`src/logic/vme_map_pkg.sv`:
```
/*
  Shared constants and carrier types of the host to VMEbus window bridge.
  Assumes a 32-bit APB register bus and synchronous pins on one clock.
*/
package vme_map_pkg;

  // ******************************************************************
  // Register offsets (printed offsets are indices, byte address is x4)
  // ******************************************************************
  localparam logic [31:0] REG_BLOCK_BASE      = 32'h7138_0000;
  localparam logic [31:0] OFS_VME_CONTROL     = 32'h7138_0003;
  localparam logic [31:0] OFS_VME_HIGH_MAP    = 32'h7138_0004;
  localparam logic [31:0] OFS_GENERAL_TWO     = 32'h7138_0007;
  localparam logic [31:0] OFS_SLAVE_BASE      = 32'h7138_0008;
  localparam logic [31:0] OFS_SLAVE_PAGE      = 32'h7138_0009;
  localparam logic [31:0] OFS_BRIDGE_STATUS   = 32'h7138_000A;
  localparam int          APB_ADDR_W          = 8;

  // ******************************************************************
  // Field positions and reset values
  // ******************************************************************
  localparam int          CTL_MODE_BIT        = 6;
  localparam int          CTL_PRIV_BIT        = 5;
  localparam int          CTL_WIDTH_BIT       = 4;
  localparam int          CTL_SIZE_LSB        = 0;
  localparam int          GP2_GATE_BIT        = 3;
  localparam logic [7:0]  CTL_RESET           = 8'h00;
  localparam logic [3:0]  HIGH_MAP_RESET      = 4'h0;
  localparam logic [31:0] SLAVE_BASE_RESET    = 32'h0000_0000;
  localparam logic [3:0]  SLAVE_PAGE_RESET    = 4'h0;

  // ******************************************************************
  // Host window and VME address spaces
  // ******************************************************************
  localparam logic [3:0]  HOST_WIN_NIBBLE     = 4'h6;
  localparam logic [15:0] A16_SPACE_TOP       = 16'hFFFF;
  localparam logic [7:0]  A24_SPACE_TOP       = 8'hFF;
  localparam logic [5:0]  AM_A16_NONPRIV      = 6'h29;
  localparam logic [5:0]  AM_A24_NONPRIV      = 6'h39;
  localparam logic [5:0]  AM_A32_NONPRIV      = 6'h09;
  localparam logic [5:0]  AM_PRIV_MASK        = 6'h04;
  localparam logic [31:0] A16_ADDR_MASK       = 32'h0000_FFFF;
  localparam logic [31:0] A24_ADDR_MASK       = 32'h00FF_FFFF;
  localparam logic [2:0]  WIN_SIZE_NONE       = 3'h7;

  typedef enum logic [1:0] {
    XFER_BYTE = 2'h0,
    XFER_HALF = 2'h1,
    XFER_WORD = 2'h2
  } xfer_size_t;

  typedef enum logic [2:0] {
    SPACE_A32 = 3'h1,
    SPACE_A24 = 3'h2,
    SPACE_A16 = 3'h4
  } vme_space_t;

  typedef struct packed {
    logic [31:0] addr;
    xfer_size_t  size;
    logic        write;
  } host_req_t;

  typedef struct packed {
    logic [31:0] addr;
    logic [5:0]  am;
    logic [3:0]  lanes;
    logic        write;
  } vme_mcyc_t;

  typedef struct packed {
    logic [31:0] addr;
    logic [5:0]  am;
    xfer_size_t  size;
  } vme_sreq_t;

endpackage

```
`src/logic/slave_window_match.sv`:
```
/*
  Slave window comparator: decides whether a VME slave address falls in the
  on-board DRAM window and places it at the top of the DVMA space.
  Assumes the caller has already checked the address modifier and the gate.
*/
`timescale 1ns/1ns
module slave_window_match #(
  parameter int SIZE_CODES = 7
) (
  input  wire logic [31:0] addr_i,
  input  wire logic [31:0] base_i,
  input  wire logic [3:0]  page_i,
  input  wire logic [2:0]  size_i,
  input  wire logic        mode_default_i,
  input  wire logic        a24_i,
  output logic             hit_o,
  output logic [31:0]      dvma_o
);
  import vme_map_pkg::*;

  logic [31:0] mask;
  logic [31:0] amask;
  logic [31:0] diff;

  always_comb
  begin
    // Default mode is always a 1 Mbyte page, enhanced mode scales it.
    if (mode_default_i)
      mask = 32'h000F_FFFF;
    else
      mask = (32'h0010_0000 << size_i) - 32'h0000_0001;
    amask = a24_i ? A24_ADDR_MASK : 32'hFFFF_FFFF;
    diff  = (addr_i ^ base_i) & amask;
    if (mode_default_i)
      hit_o = (addr_i[23:20] == page_i) && (diff[31:24] == 8'h00);
    else
      hit_o = (32'(size_i) < 32'(SIZE_CODES)) && ((diff & ~mask) == 32'h0000_0000);
    dvma_o = ~mask | (addr_i & mask);
  end

endmodule

```
`src/logic/vme_window_bridge.sv`:
```
/*
  Host to VMEbus address window bridge: APB control registers, master
  address translation with address modifier and byte lanes, and the slave
  DVMA window decode. Assumes all pins are synchronous to CLOCK_I and that
  the VME cycle engine itself lives outside this block.
*/
// Behaviour
// - Host range 6000_0000..6FFF_FFFF becomes VME cycles
// - Map field bits 3..0 drive A31..A28, reset 0
// - Full VME address picks A32, A24 or A16
// - Only AM 2D/29, 3D/39, 0D/09 driven
// - Control bit 5 drives address modifier bit 2
// - Privilege bit resets to non-privileged
// - Byte, half and word use their documented lanes
// - No block mode, unaligned master requests refused
// - Default mode: one 1 Mbyte page in 16 Mbyte
// - Enhanced mode: variable base, seven sizes up to 64M
// - Slave window lands at top of DVMA space
// - Control bit 6 selects default or enhanced mode
// - Slave mode bit resets to enhanced mode
// - Slave answers only while gate bit 3 set
// - Gate resets 0 and must be set together with chip enable
// - Slave takes A32 and A24, A16 only mailbox
// - Slave refuses unaligned transfers, ignores block transfers
// - Control bit 4 selects slave A32 or A24
// - Control bits 2..0 set enhanced window size
`timescale 1ns/1ns
module vme_window_bridge #(
  parameter int SLAVE_SIZE_CODES = 7
) (
  // Clock and reset.
  input  wire logic                    CLOCK_I,
  input  wire logic                    RST_N_I,
  // APB register port.
  input  wire logic                    PSEL_I,
  input  wire logic                    PENABLE_I,
  input  wire logic                    PWRITE_I,
  input  wire logic [31:0]             PADDR_I,
  input  wire logic [31:0]             PWDATA_I,
  output logic [31:0]                  PRDATA_O,
  output logic                         PREADY_O,
  output logic                         PSLVERR_O,
  // Host master request and translated VME cycle.
  input  wire logic                    HOST_VALID_I,
  input  wire vme_map_pkg::host_req_t  HOST_REQ_I,
  output logic                         MCYC_VALID_O,
  output vme_map_pkg::vme_mcyc_t       MCYC_O,
  output logic                         MCYC_REFUSED_O,
  // VME slave request and DVMA answer.
  input  wire logic                    SREQ_VALID_I,
  input  wire vme_map_pkg::vme_sreq_t  SREQ_I,
  input  wire logic                    CHIP_SLAVE_EN_I,
  output logic                         SLV_HIT_O,
  output logic [31:0]                  SLV_DVMA_ADDR_O,
  output logic                         SLV_MAILBOX_O,
  output logic                         SLV_REFUSED_O
);
  import vme_map_pkg::*;

  // ******************************************************************
  // Parameter check
  // ******************************************************************
  generate
    if (SLAVE_SIZE_CODES < 1 || SLAVE_SIZE_CODES > 7)
    begin : g_bad_size
      $error("SLAVE_SIZE_CODES must lie between 1 and 7.");
    end
  endgenerate

  // ******************************************************************
  // Reset release
  // ******************************************************************
  logic rst_meta_n;
  logic rst_n;

  always_ff @(posedge CLOCK_I or negedge RST_N_I)
  begin
    if (!RST_N_I)
    begin
      rst_meta_n <= 1'b0;
      rst_n      <= 1'b0;
    end
    else
    begin
      rst_meta_n <= 1'b1;
      rst_n      <= rst_meta_n;
    end
  end

  // ******************************************************************
  // Register file
  // ******************************************************************
  localparam logic [APB_ADDR_W-1:0] ADR_CONTROL =
    APB_ADDR_W'((OFS_VME_CONTROL - REG_BLOCK_BASE) << 2);
  localparam logic [APB_ADDR_W-1:0] ADR_HIGH_MAP =
    APB_ADDR_W'((OFS_VME_HIGH_MAP - REG_BLOCK_BASE) << 2);
  localparam logic [APB_ADDR_W-1:0] ADR_GENERAL_TWO =
    APB_ADDR_W'((OFS_GENERAL_TWO - REG_BLOCK_BASE) << 2);
  localparam logic [APB_ADDR_W-1:0] ADR_SLAVE_BASE =
    APB_ADDR_W'((OFS_SLAVE_BASE - REG_BLOCK_BASE) << 2);
  localparam logic [APB_ADDR_W-1:0] ADR_SLAVE_PAGE =
    APB_ADDR_W'((OFS_SLAVE_PAGE - REG_BLOCK_BASE) << 2);
  localparam logic [APB_ADDR_W-1:0] ADR_STATUS =
    APB_ADDR_W'((OFS_BRIDGE_STATUS - REG_BLOCK_BASE) << 2);

  logic        slave_window_mode;
  logic        priv_level_select;
  logic        slave_addr_width_sel;
  logic [2:0]  slave_window_size;
  logic [3:0]  external_high_addr_reg;
  logic        slave_access_gate;
  logic [31:0] slave_base;
  logic [3:0]  slave_page;
  vme_space_t  last_space;
  logic        last_slave_hit;
  logic        last_master_refused;

  logic                  setup_phase;
  logic                  wr_access;
  logic [APB_ADDR_W-1:0] reg_addr;
  logic                  addr_mapped;
  logic                  addr_in_block;
  logic [31:0]           next_rdata;

  assign setup_phase   = PSEL_I && !PENABLE_I;
  assign wr_access     = PSEL_I && PENABLE_I && PWRITE_I && PREADY_O;
  assign reg_addr      = PADDR_I[APB_ADDR_W-1:0];
  assign addr_in_block = (PADDR_I[31:APB_ADDR_W] == '0);

  always_comb
  begin
    next_rdata  = 32'h0000_0000;
    addr_mapped = addr_in_block;
    case (reg_addr)
      ADR_CONTROL:
        begin
          next_rdata[CTL_MODE_BIT]  = slave_window_mode;
          next_rdata[CTL_PRIV_BIT]  = priv_level_select;
          next_rdata[CTL_WIDTH_BIT] = slave_addr_width_sel;
          next_rdata[CTL_SIZE_LSB +: 3] = slave_window_size;
        end
      ADR_HIGH_MAP:
        next_rdata[3:0] = external_high_addr_reg;
      ADR_GENERAL_TWO:
        next_rdata[GP2_GATE_BIT] = slave_access_gate;
      ADR_SLAVE_BASE:
        next_rdata = slave_base;
      ADR_SLAVE_PAGE:
        next_rdata[3:0] = slave_page;
      ADR_STATUS:
        next_rdata[4:0] = {last_master_refused, last_slave_hit, last_space};
      default:
        addr_mapped = 1'b0;
    endcase
    if (!addr_in_block)
      next_rdata = 32'h0000_0000;
  end

  // Zero wait states: data and error are prepared in the setup cycle.
  always_ff @(posedge CLOCK_I or negedge rst_n)
  begin
    if (!rst_n)
    begin
      PREADY_O  <= 1'b0;
      PRDATA_O  <= 32'h0000_0000;
      PSLVERR_O <= 1'b0;
    end
    else
    begin
      PREADY_O <= 1'b1;
      if (setup_phase)
      begin
        PRDATA_O  <= PWRITE_I ? 32'h0000_0000 : next_rdata;
        PSLVERR_O <= !addr_mapped;
      end
    end
  end

  // Control register: reserved bits 7 and 3 are not stored.
  always_ff @(posedge CLOCK_I or negedge rst_n)
  begin
    if (!rst_n)
    begin
      slave_window_mode    <= CTL_RESET[CTL_MODE_BIT];
      priv_level_select    <= CTL_RESET[CTL_PRIV_BIT];
      slave_addr_width_sel <= CTL_RESET[CTL_WIDTH_BIT];
      slave_window_size    <= CTL_RESET[CTL_SIZE_LSB +: 3];
    end
    else if (wr_access && addr_mapped && reg_addr == ADR_CONTROL)
    begin
      slave_window_mode    <= PWDATA_I[CTL_MODE_BIT];
      priv_level_select    <= PWDATA_I[CTL_PRIV_BIT];
      slave_addr_width_sel <= PWDATA_I[CTL_WIDTH_BIT];
      slave_window_size    <= PWDATA_I[CTL_SIZE_LSB +: 3];
    end
  end

  // Upper address, slave gate and slave window placement.
  always_ff @(posedge CLOCK_I or negedge rst_n)
  begin
    if (!rst_n)
    begin
      external_high_addr_reg <= HIGH_MAP_RESET;
      slave_access_gate      <= 1'b0;
      slave_base             <= SLAVE_BASE_RESET;
      slave_page             <= SLAVE_PAGE_RESET;
    end
    else if (wr_access && addr_mapped)
    begin
      if (reg_addr == ADR_HIGH_MAP)
        external_high_addr_reg <= PWDATA_I[3:0];
      if (reg_addr == ADR_GENERAL_TWO)
        slave_access_gate <= PWDATA_I[GP2_GATE_BIT];
      if (reg_addr == ADR_SLAVE_BASE)
        slave_base <= PWDATA_I;
      if (reg_addr == ADR_SLAVE_PAGE)
        slave_page <= PWDATA_I[3:0];
    end
  end

  // ******************************************************************
  // Master translation
  // ******************************************************************
  logic        host_hit;
  logic [31:0] full_addr;
  vme_space_t  space;
  logic        aligned;
  logic [3:0]  lanes;
  logic [5:0]  am;
  logic [31:0] vme_addr;

  // Software must already have set A31..A28 for the short and standard ranges.
  assign host_hit  = HOST_REQ_I.addr[31:28] == HOST_WIN_NIBBLE;
  assign full_addr = {external_high_addr_reg, HOST_REQ_I.addr[27:0]};

  always_comb
  begin
    if (full_addr[31:16] == A16_SPACE_TOP)
    begin
      space    = SPACE_A16;
      vme_addr = full_addr & A16_ADDR_MASK;
      am       = AM_A16_NONPRIV;
    end
    else if (full_addr[31:24] == A24_SPACE_TOP)
    begin
      space    = SPACE_A24;
      vme_addr = full_addr & A24_ADDR_MASK;
      am       = AM_A24_NONPRIV;
    end
    else
    begin
      space    = SPACE_A32;
      vme_addr = full_addr;
      am       = AM_A32_NONPRIV;
    end
    if (priv_level_select)
      am = am | AM_PRIV_MASK;
  end

  // VME even byte sits on D15..D08, odd byte on D07..D00.
  always_comb
  begin
    case (HOST_REQ_I.size)
      XFER_BYTE:
        begin
          aligned = 1'b1;
          lanes   = HOST_REQ_I.addr[0] ? 4'h1 : 4'h2;
        end
      XFER_HALF:
        begin
          aligned = !HOST_REQ_I.addr[0];
          lanes   = 4'h3;
        end
      XFER_WORD:
        begin
          aligned = HOST_REQ_I.addr[1:0] == 2'h0;
          lanes   = 4'hF;
        end
      default:
        begin
          aligned = 1'b0;
          lanes   = 4'h0;
        end
    endcase
  end

  always_ff @(posedge CLOCK_I or negedge rst_n)
  begin
    if (!rst_n)
    begin
      MCYC_VALID_O        <= 1'b0;
      MCYC_REFUSED_O      <= 1'b0;
      MCYC_O              <= '0;
      last_space          <= SPACE_A32;
      last_master_refused <= 1'b0;
    end
    else
    begin
      MCYC_VALID_O   <= HOST_VALID_I && host_hit && aligned;
      MCYC_REFUSED_O <= HOST_VALID_I && host_hit && !aligned;
      if (HOST_VALID_I && host_hit)
      begin
        last_master_refused <= !aligned;
        if (aligned)
        begin
          MCYC_O.addr  <= vme_addr;
          MCYC_O.am    <= am;
          MCYC_O.lanes <= lanes;
          MCYC_O.write <= HOST_REQ_I.write;
          last_space   <= space;
        end
      end
    end
  end

  // ******************************************************************
  // Slave decode
  // ******************************************************************
  logic        win_hit;
  logic [31:0] win_dvma;
  logic        am_a32;
  logic        am_a24;
  logic        am_a16;
  logic        s_aligned;
  logic        s_enabled;
  logic        s_take;

  slave_window_match #(
    .SIZE_CODES (SLAVE_SIZE_CODES)
  ) u_match (
    .addr_i         (SREQ_I.addr),
    .base_i         (slave_base),
    .page_i         (slave_page),
    .size_i         (slave_window_size),
    .mode_default_i (slave_window_mode),
    .a24_i          (slave_addr_width_sel),
    .hit_o          (win_hit),
    .dvma_o         (win_dvma)
  );

  // Block transfer modifiers match none of these and are ignored, not refused.
  assign am_a32 = (SREQ_I.am | AM_PRIV_MASK) == (AM_A32_NONPRIV | AM_PRIV_MASK);
  assign am_a24 = (SREQ_I.am | AM_PRIV_MASK) == (AM_A24_NONPRIV | AM_PRIV_MASK);
  assign am_a16 = (SREQ_I.am | AM_PRIV_MASK) == (AM_A16_NONPRIV | AM_PRIV_MASK);
  assign s_aligned = (SREQ_I.size == XFER_BYTE)
                  || (SREQ_I.size == XFER_HALF && !SREQ_I.addr[0])
                  || (SREQ_I.size == XFER_WORD && SREQ_I.addr[1:0] == 2'h0);
  assign s_enabled = slave_access_gate && CHIP_SLAVE_EN_I;
  assign s_take    = SREQ_VALID_I && s_enabled && s_aligned && win_hit
                  && (slave_addr_width_sel ? am_a24 : am_a32);

  always_ff @(posedge CLOCK_I or negedge rst_n)
  begin
    if (!rst_n)
    begin
      SLV_HIT_O       <= 1'b0;
      SLV_MAILBOX_O   <= 1'b0;
      SLV_REFUSED_O   <= 1'b0;
      SLV_DVMA_ADDR_O <= 32'h0000_0000;
      last_slave_hit  <= 1'b0;
    end
    else
    begin
      SLV_HIT_O     <= s_take;
      SLV_MAILBOX_O <= SREQ_VALID_I && s_enabled && am_a16;
      SLV_REFUSED_O <= SREQ_VALID_I && s_enabled && !am_a16
                    && (am_a32 || am_a24) && (!s_aligned || !win_hit);
      if (s_take)
        SLV_DVMA_ADDR_O <= win_dvma;
      if (SREQ_VALID_I && s_enabled)
        last_slave_hit <= s_take;
    end
  end

endmodule
```
`config.mk`:
```
export PLATFORM = sky130hd
export DESIGN_NAME = vme_window_bridge
export DESIGN_NICKNAME = d
export VERILOG_FILES = /design/src/logic/vme_map_pkg.sv /design/src/logic/slave_window_match.sv /design/src/logic/vme_window_bridge.sv
export SDC_FILE = /design/constraint.sdc
export NUM_CORES = 1
export LEC_CHECK = 0
export BUFFER_PORTS_ARGS = -buffer_cell sky130_fd_sc_hd__buf_4
export CAP_MARGIN = 20
export CORE_UTILIZATION = 25
export DETAILED_ROUTE_END_ITERATION = 6
export PLACE_DENSITY = 0.52
export SLEW_MARGIN = 20
export SYNTH_ARGS = -nofsm -noshare
export SYNTH_HDL_FRONTEND = slang
export SYNTH_SLANG_ARGS = --single-unit
export TNS_END_PERCENT = 30
```
`constraint.sdc`:
```
create_clock -name CLOCK_I -period 5.6 [get_ports CLOCK_I]
set_input_delay 0.56 -clock CLOCK_I [delete_from_list [all_inputs] [get_ports CLOCK_I]]
set_output_delay 0.56 -clock CLOCK_I [all_outputs]
set_load 0.01 [all_outputs]
```
==> flow_summary.json <==
{
  "outcome": "complete, no violations",
  "remaining_drc_errors": 0,
  "root_buffer": "clkbuf_16",
  "initial_utilization": 0.2545,
  "synthArstFlopShare": 1.000,
  "ctsResizeCount": 0,
  "nNetsFinal": 936,
  "drv_slew": 0,
  "crit_start": "slave_window_size[1]",
  "largest_register_ffs": 39,
  "cts_setup_buffers": 0,
  "ys_top_cells_by_area": "dfrtp_1 58%, mux2_2 10%, a22o_1 5.5%, mux2_4 4.2%, xnor2_1 1.6%",
  "antenna_found_initial": 1,
  "ant_nets": 0,
  "drt-total-wl_mm": 19.04,
  "crit_type": "register to register",
  "htreeDepth": 4,
  "path_cells": "or3_4 > ha_1 > xnor2_1 > a211oi_1 > o22ai_1 > nand4_1 > a2111oi_4 > buf_4 > mux2_4",
  "grt_pass1_wl_mm": 29.77,
  "worst_pin_slew_ns": 0.9363,
  "synthCells": 528,
  "drive_gt1_frac": 0.5031,
  "synth_xor_area_frac": 0.02354,
  "ir_drop_mv": 0.1649,
  "setup_viol": 0,
  "rr_endpoint": "SLV_DVMA_ADDR_O[2]",
  "grtUsageTotal": 0.1354,
  "cp_slowest_stage_delay_ns": 0.50,
  "min_period_ns": 3.216,
  "crit_cells": 9,
  "fmax_mhz": 310.9,
  "worstPathMaxFanout": 20,
  "synth_edf_count": 0,
  "yosys_warnings": 0,
  "port_buffers": 258,
  "relSlewSlack": 0.3745,
  "r2r_setup_slack_ns": 2.38,
  "rsz0062_at_grt": "false",
  "cap_viol_max_count": 0,
  "cp.required_ns": 5.90,
  "clkSinkCount": 164,
  "ios": 261,
  "die_w_um": 170.2,
  "total_power_mw": 2.749,
  "critical-path-top-delay-family": "compound AO/OA/AOI/OAI gates",
  "crit_slowest_cell": "dfrtp_1",
  "cts_tree": "yes",
  "dr_total_vias": 5070,
  "r2r-start": "slave_window_size[1]",
  "synth_top_family_by_area": "multiplexers",
  "yosys.area.top_type_share": 0.5769,
  "overflow": 0,
  "hp-class": "register to asynchronous set/reset pin",
  "rows": 61,
  "avgSynthCellArea_um2": 13.39,
  "tns_ns": 0,
  "yosys.area.top_type": "dfrtp_1",
  "fin_crit_sh": 0.5743,
  "first_pass_iters": 5,
  "dieArea_um2": 28960,
  "clkTransAtPathRegs_ns": 0.08,
  "fillers": 2831,
  "critPathCaptureType": "register",
  "grt_pass1_vias": 5242,
  "grt_max_degree": 140,
  "skew_ns": 0.01372,
  "die_h_um": 170.2,
  "path_buf_inv": 1,
  "synthMuxAreaShare": 0.1656,
  "viasPerCell": 4.311,
  "yosys.area_share.adder": 0.008848,
  "synth_simple_gate_area_frac": 0.08140,
  "clkLatencyLatePin_ns": 0.43,
  "synthDistinctLibCells": 60,
  "cp-endpoint": "SLV_DVMA_ADDR_O[2]",
  "seqCellArea_um2": 4109,
  "gp_congestion": 0.7316,
  "synthesis.area_um2": 7071,
  "synth_compound_area_frac": 0.1053,
  "synth_most_common_cell": "dfrtp_1",
  "r2r_cells": 9,
  "report.final.hold_viol_count": 0,
  "worstPathArrival_ns": 3.52,
  "cts_made_buffers": 17,
  "multi_input_area_um2": 2731,
  "powerDensity_nw_per_um2": 275.1,
  "cts_max_path_buffers": 2,
  "routedWlPerCell_um": 16.19,
  "largest-register": "MCYC_O",
  "ys.flop_type": "dfrtp_1",
  "synth-seq-cells": 164,
  "power.leakage_nw": 5.003,
  "drt-initial-drc-count": 264,
  "areaGrowthSynthToFinish_pct": 41.28,
  "coreArea_um2": 27780,
  "startpoint_type": "register",
  "synth_common_cells": "163 x dfrtp_1, 63 x mux2_2, 44 x a22o_1",
  "seq_area_frac_synth": 0.5806,
  "place_hpwl_mm": 13.83
}
==> what timing repair did <==
action / CTS / global route
hold buffers: 1 / 0
hold endpoints to repair: 2 / 0
endpoints found under the setup margin: 0 / 0
==> worst min-delay path by stage <==
stage / cells after the start / end / start
final: 0 / PRDATA_O[14] / rst_n
after floorplan: 0 / rst_meta_n / RST_N_I
after global placement: 0 / MCYC_O[22] / rst_n
after CTS: 0 / PRDATA_O[14] / rst_n
after detailed placement: 0 / PRDATA_O[9] / rst_n
after global routing: 0 / PRDATA_O[14] / rst_n
==> worst register-to-register path, cell delays in order, from the launching register on <==
cell and delay (ns):
dfrtp_1 0.50, or3_4 0.45, ha_1 0.28, xnor2_1 0.21, a211oi_1 0.11, o22ai_1 0.15
nand4_1 0.21, a2111oi_4 0.43, buf_4 0.42, mux2_4 0.36
==> cells in the final DEF, fill, tap and decap left out, drive strengths merged, types with 6 or more instances in the layout <==
| cell type | netlist | final |
|---|---|---|
| dfrtp | 163 | 163 |
| xor2 | 6 | 6 |
| clkbuf | 14 | 17 |
| inv | 13 | 21 |
| buf | 17 | 266 |
| a21oi | 16 | 16 |
| mux2 | 92 | 92 |
| mux2i | 6 | 6 |
| o21ai | 15 | 15 |
| or3 | 9 | 9 |
| xnor2 | 13 | 13 |
| nor2 | 17 | 17 |
| nor3 | 9 | 9 |
| nand4 | 6 | 6 |
| a22o | 44 | 44 |
| nand3 | 6 | 6 |
| nand2 | 17 | 17 |
| nor4 | 10 | 10 |
==> power breakdown <==
part,switching (mW),internal [mW]
Combinational,0.118,0.164
Clock,0.557,0.641
Sequential,0.0341,1.23
==> cell type report <==
type	count	area share
clock buffer	17	0.04259
antenna	1	0.0002505
tap	378	0.04734
timing repair buffer	267	0.2022
multi-input combinational	321	0.2734
clock inverter	15	0.01804
sequential	164	0.4113
inverter	13	0.004885
==> per-stage QoR <==
| stage | setup WS, ns | hold WS (ns) | utilization | cells | cell area [µm²] |
|---|---|---|---|---|---|
| final | 2.384 | 0.2331 | 0.3596 | 1176 | 9990 |
| after global routing | 2.198 | 0.2655 | 0.3596 | 1176 | 9990 |
| after CTS | 2.338 | 0.2420 | 0.3595 | 1175 | 9987 |
| after detailed placement | 2.297 | 0.2415 | 0.3373 | 1142 | 9371 |
| after global placement | 2.333 | 0.2425 | 0.3373 | 1142 | 9371 |
| after floorplan | 0.6937 | 0.2644 | - | 529 | 7074 |
==> layer usage <==
metal | vias to the layer above | track usage | routed length, µm
li1 | 2432 | - | -
met1 | 2466 | 0.1789 | 8515
met2 | 164 | 0.2096 | 8921
met3 | 8 | 0.04605 | 1430
met4 | 0 | 0.03760 | 170
met5 | - | 0 | 0
==> logic make-up (layout without fill, tap and decap cells) <==
logic type               count (synthesis)  in the layout
adder cells (fa/ha/maj)                  5              5
XOR/XNOR                                19             19
other                                    2              4
AO/OA/AOI/OAI                           97             97
buffers and inverters                   44            312
AND/OR/NAND/NOR                         99             99
multiplexers                            98             98
flip-flops                             164            164
(Power assumes the default switching activity.)
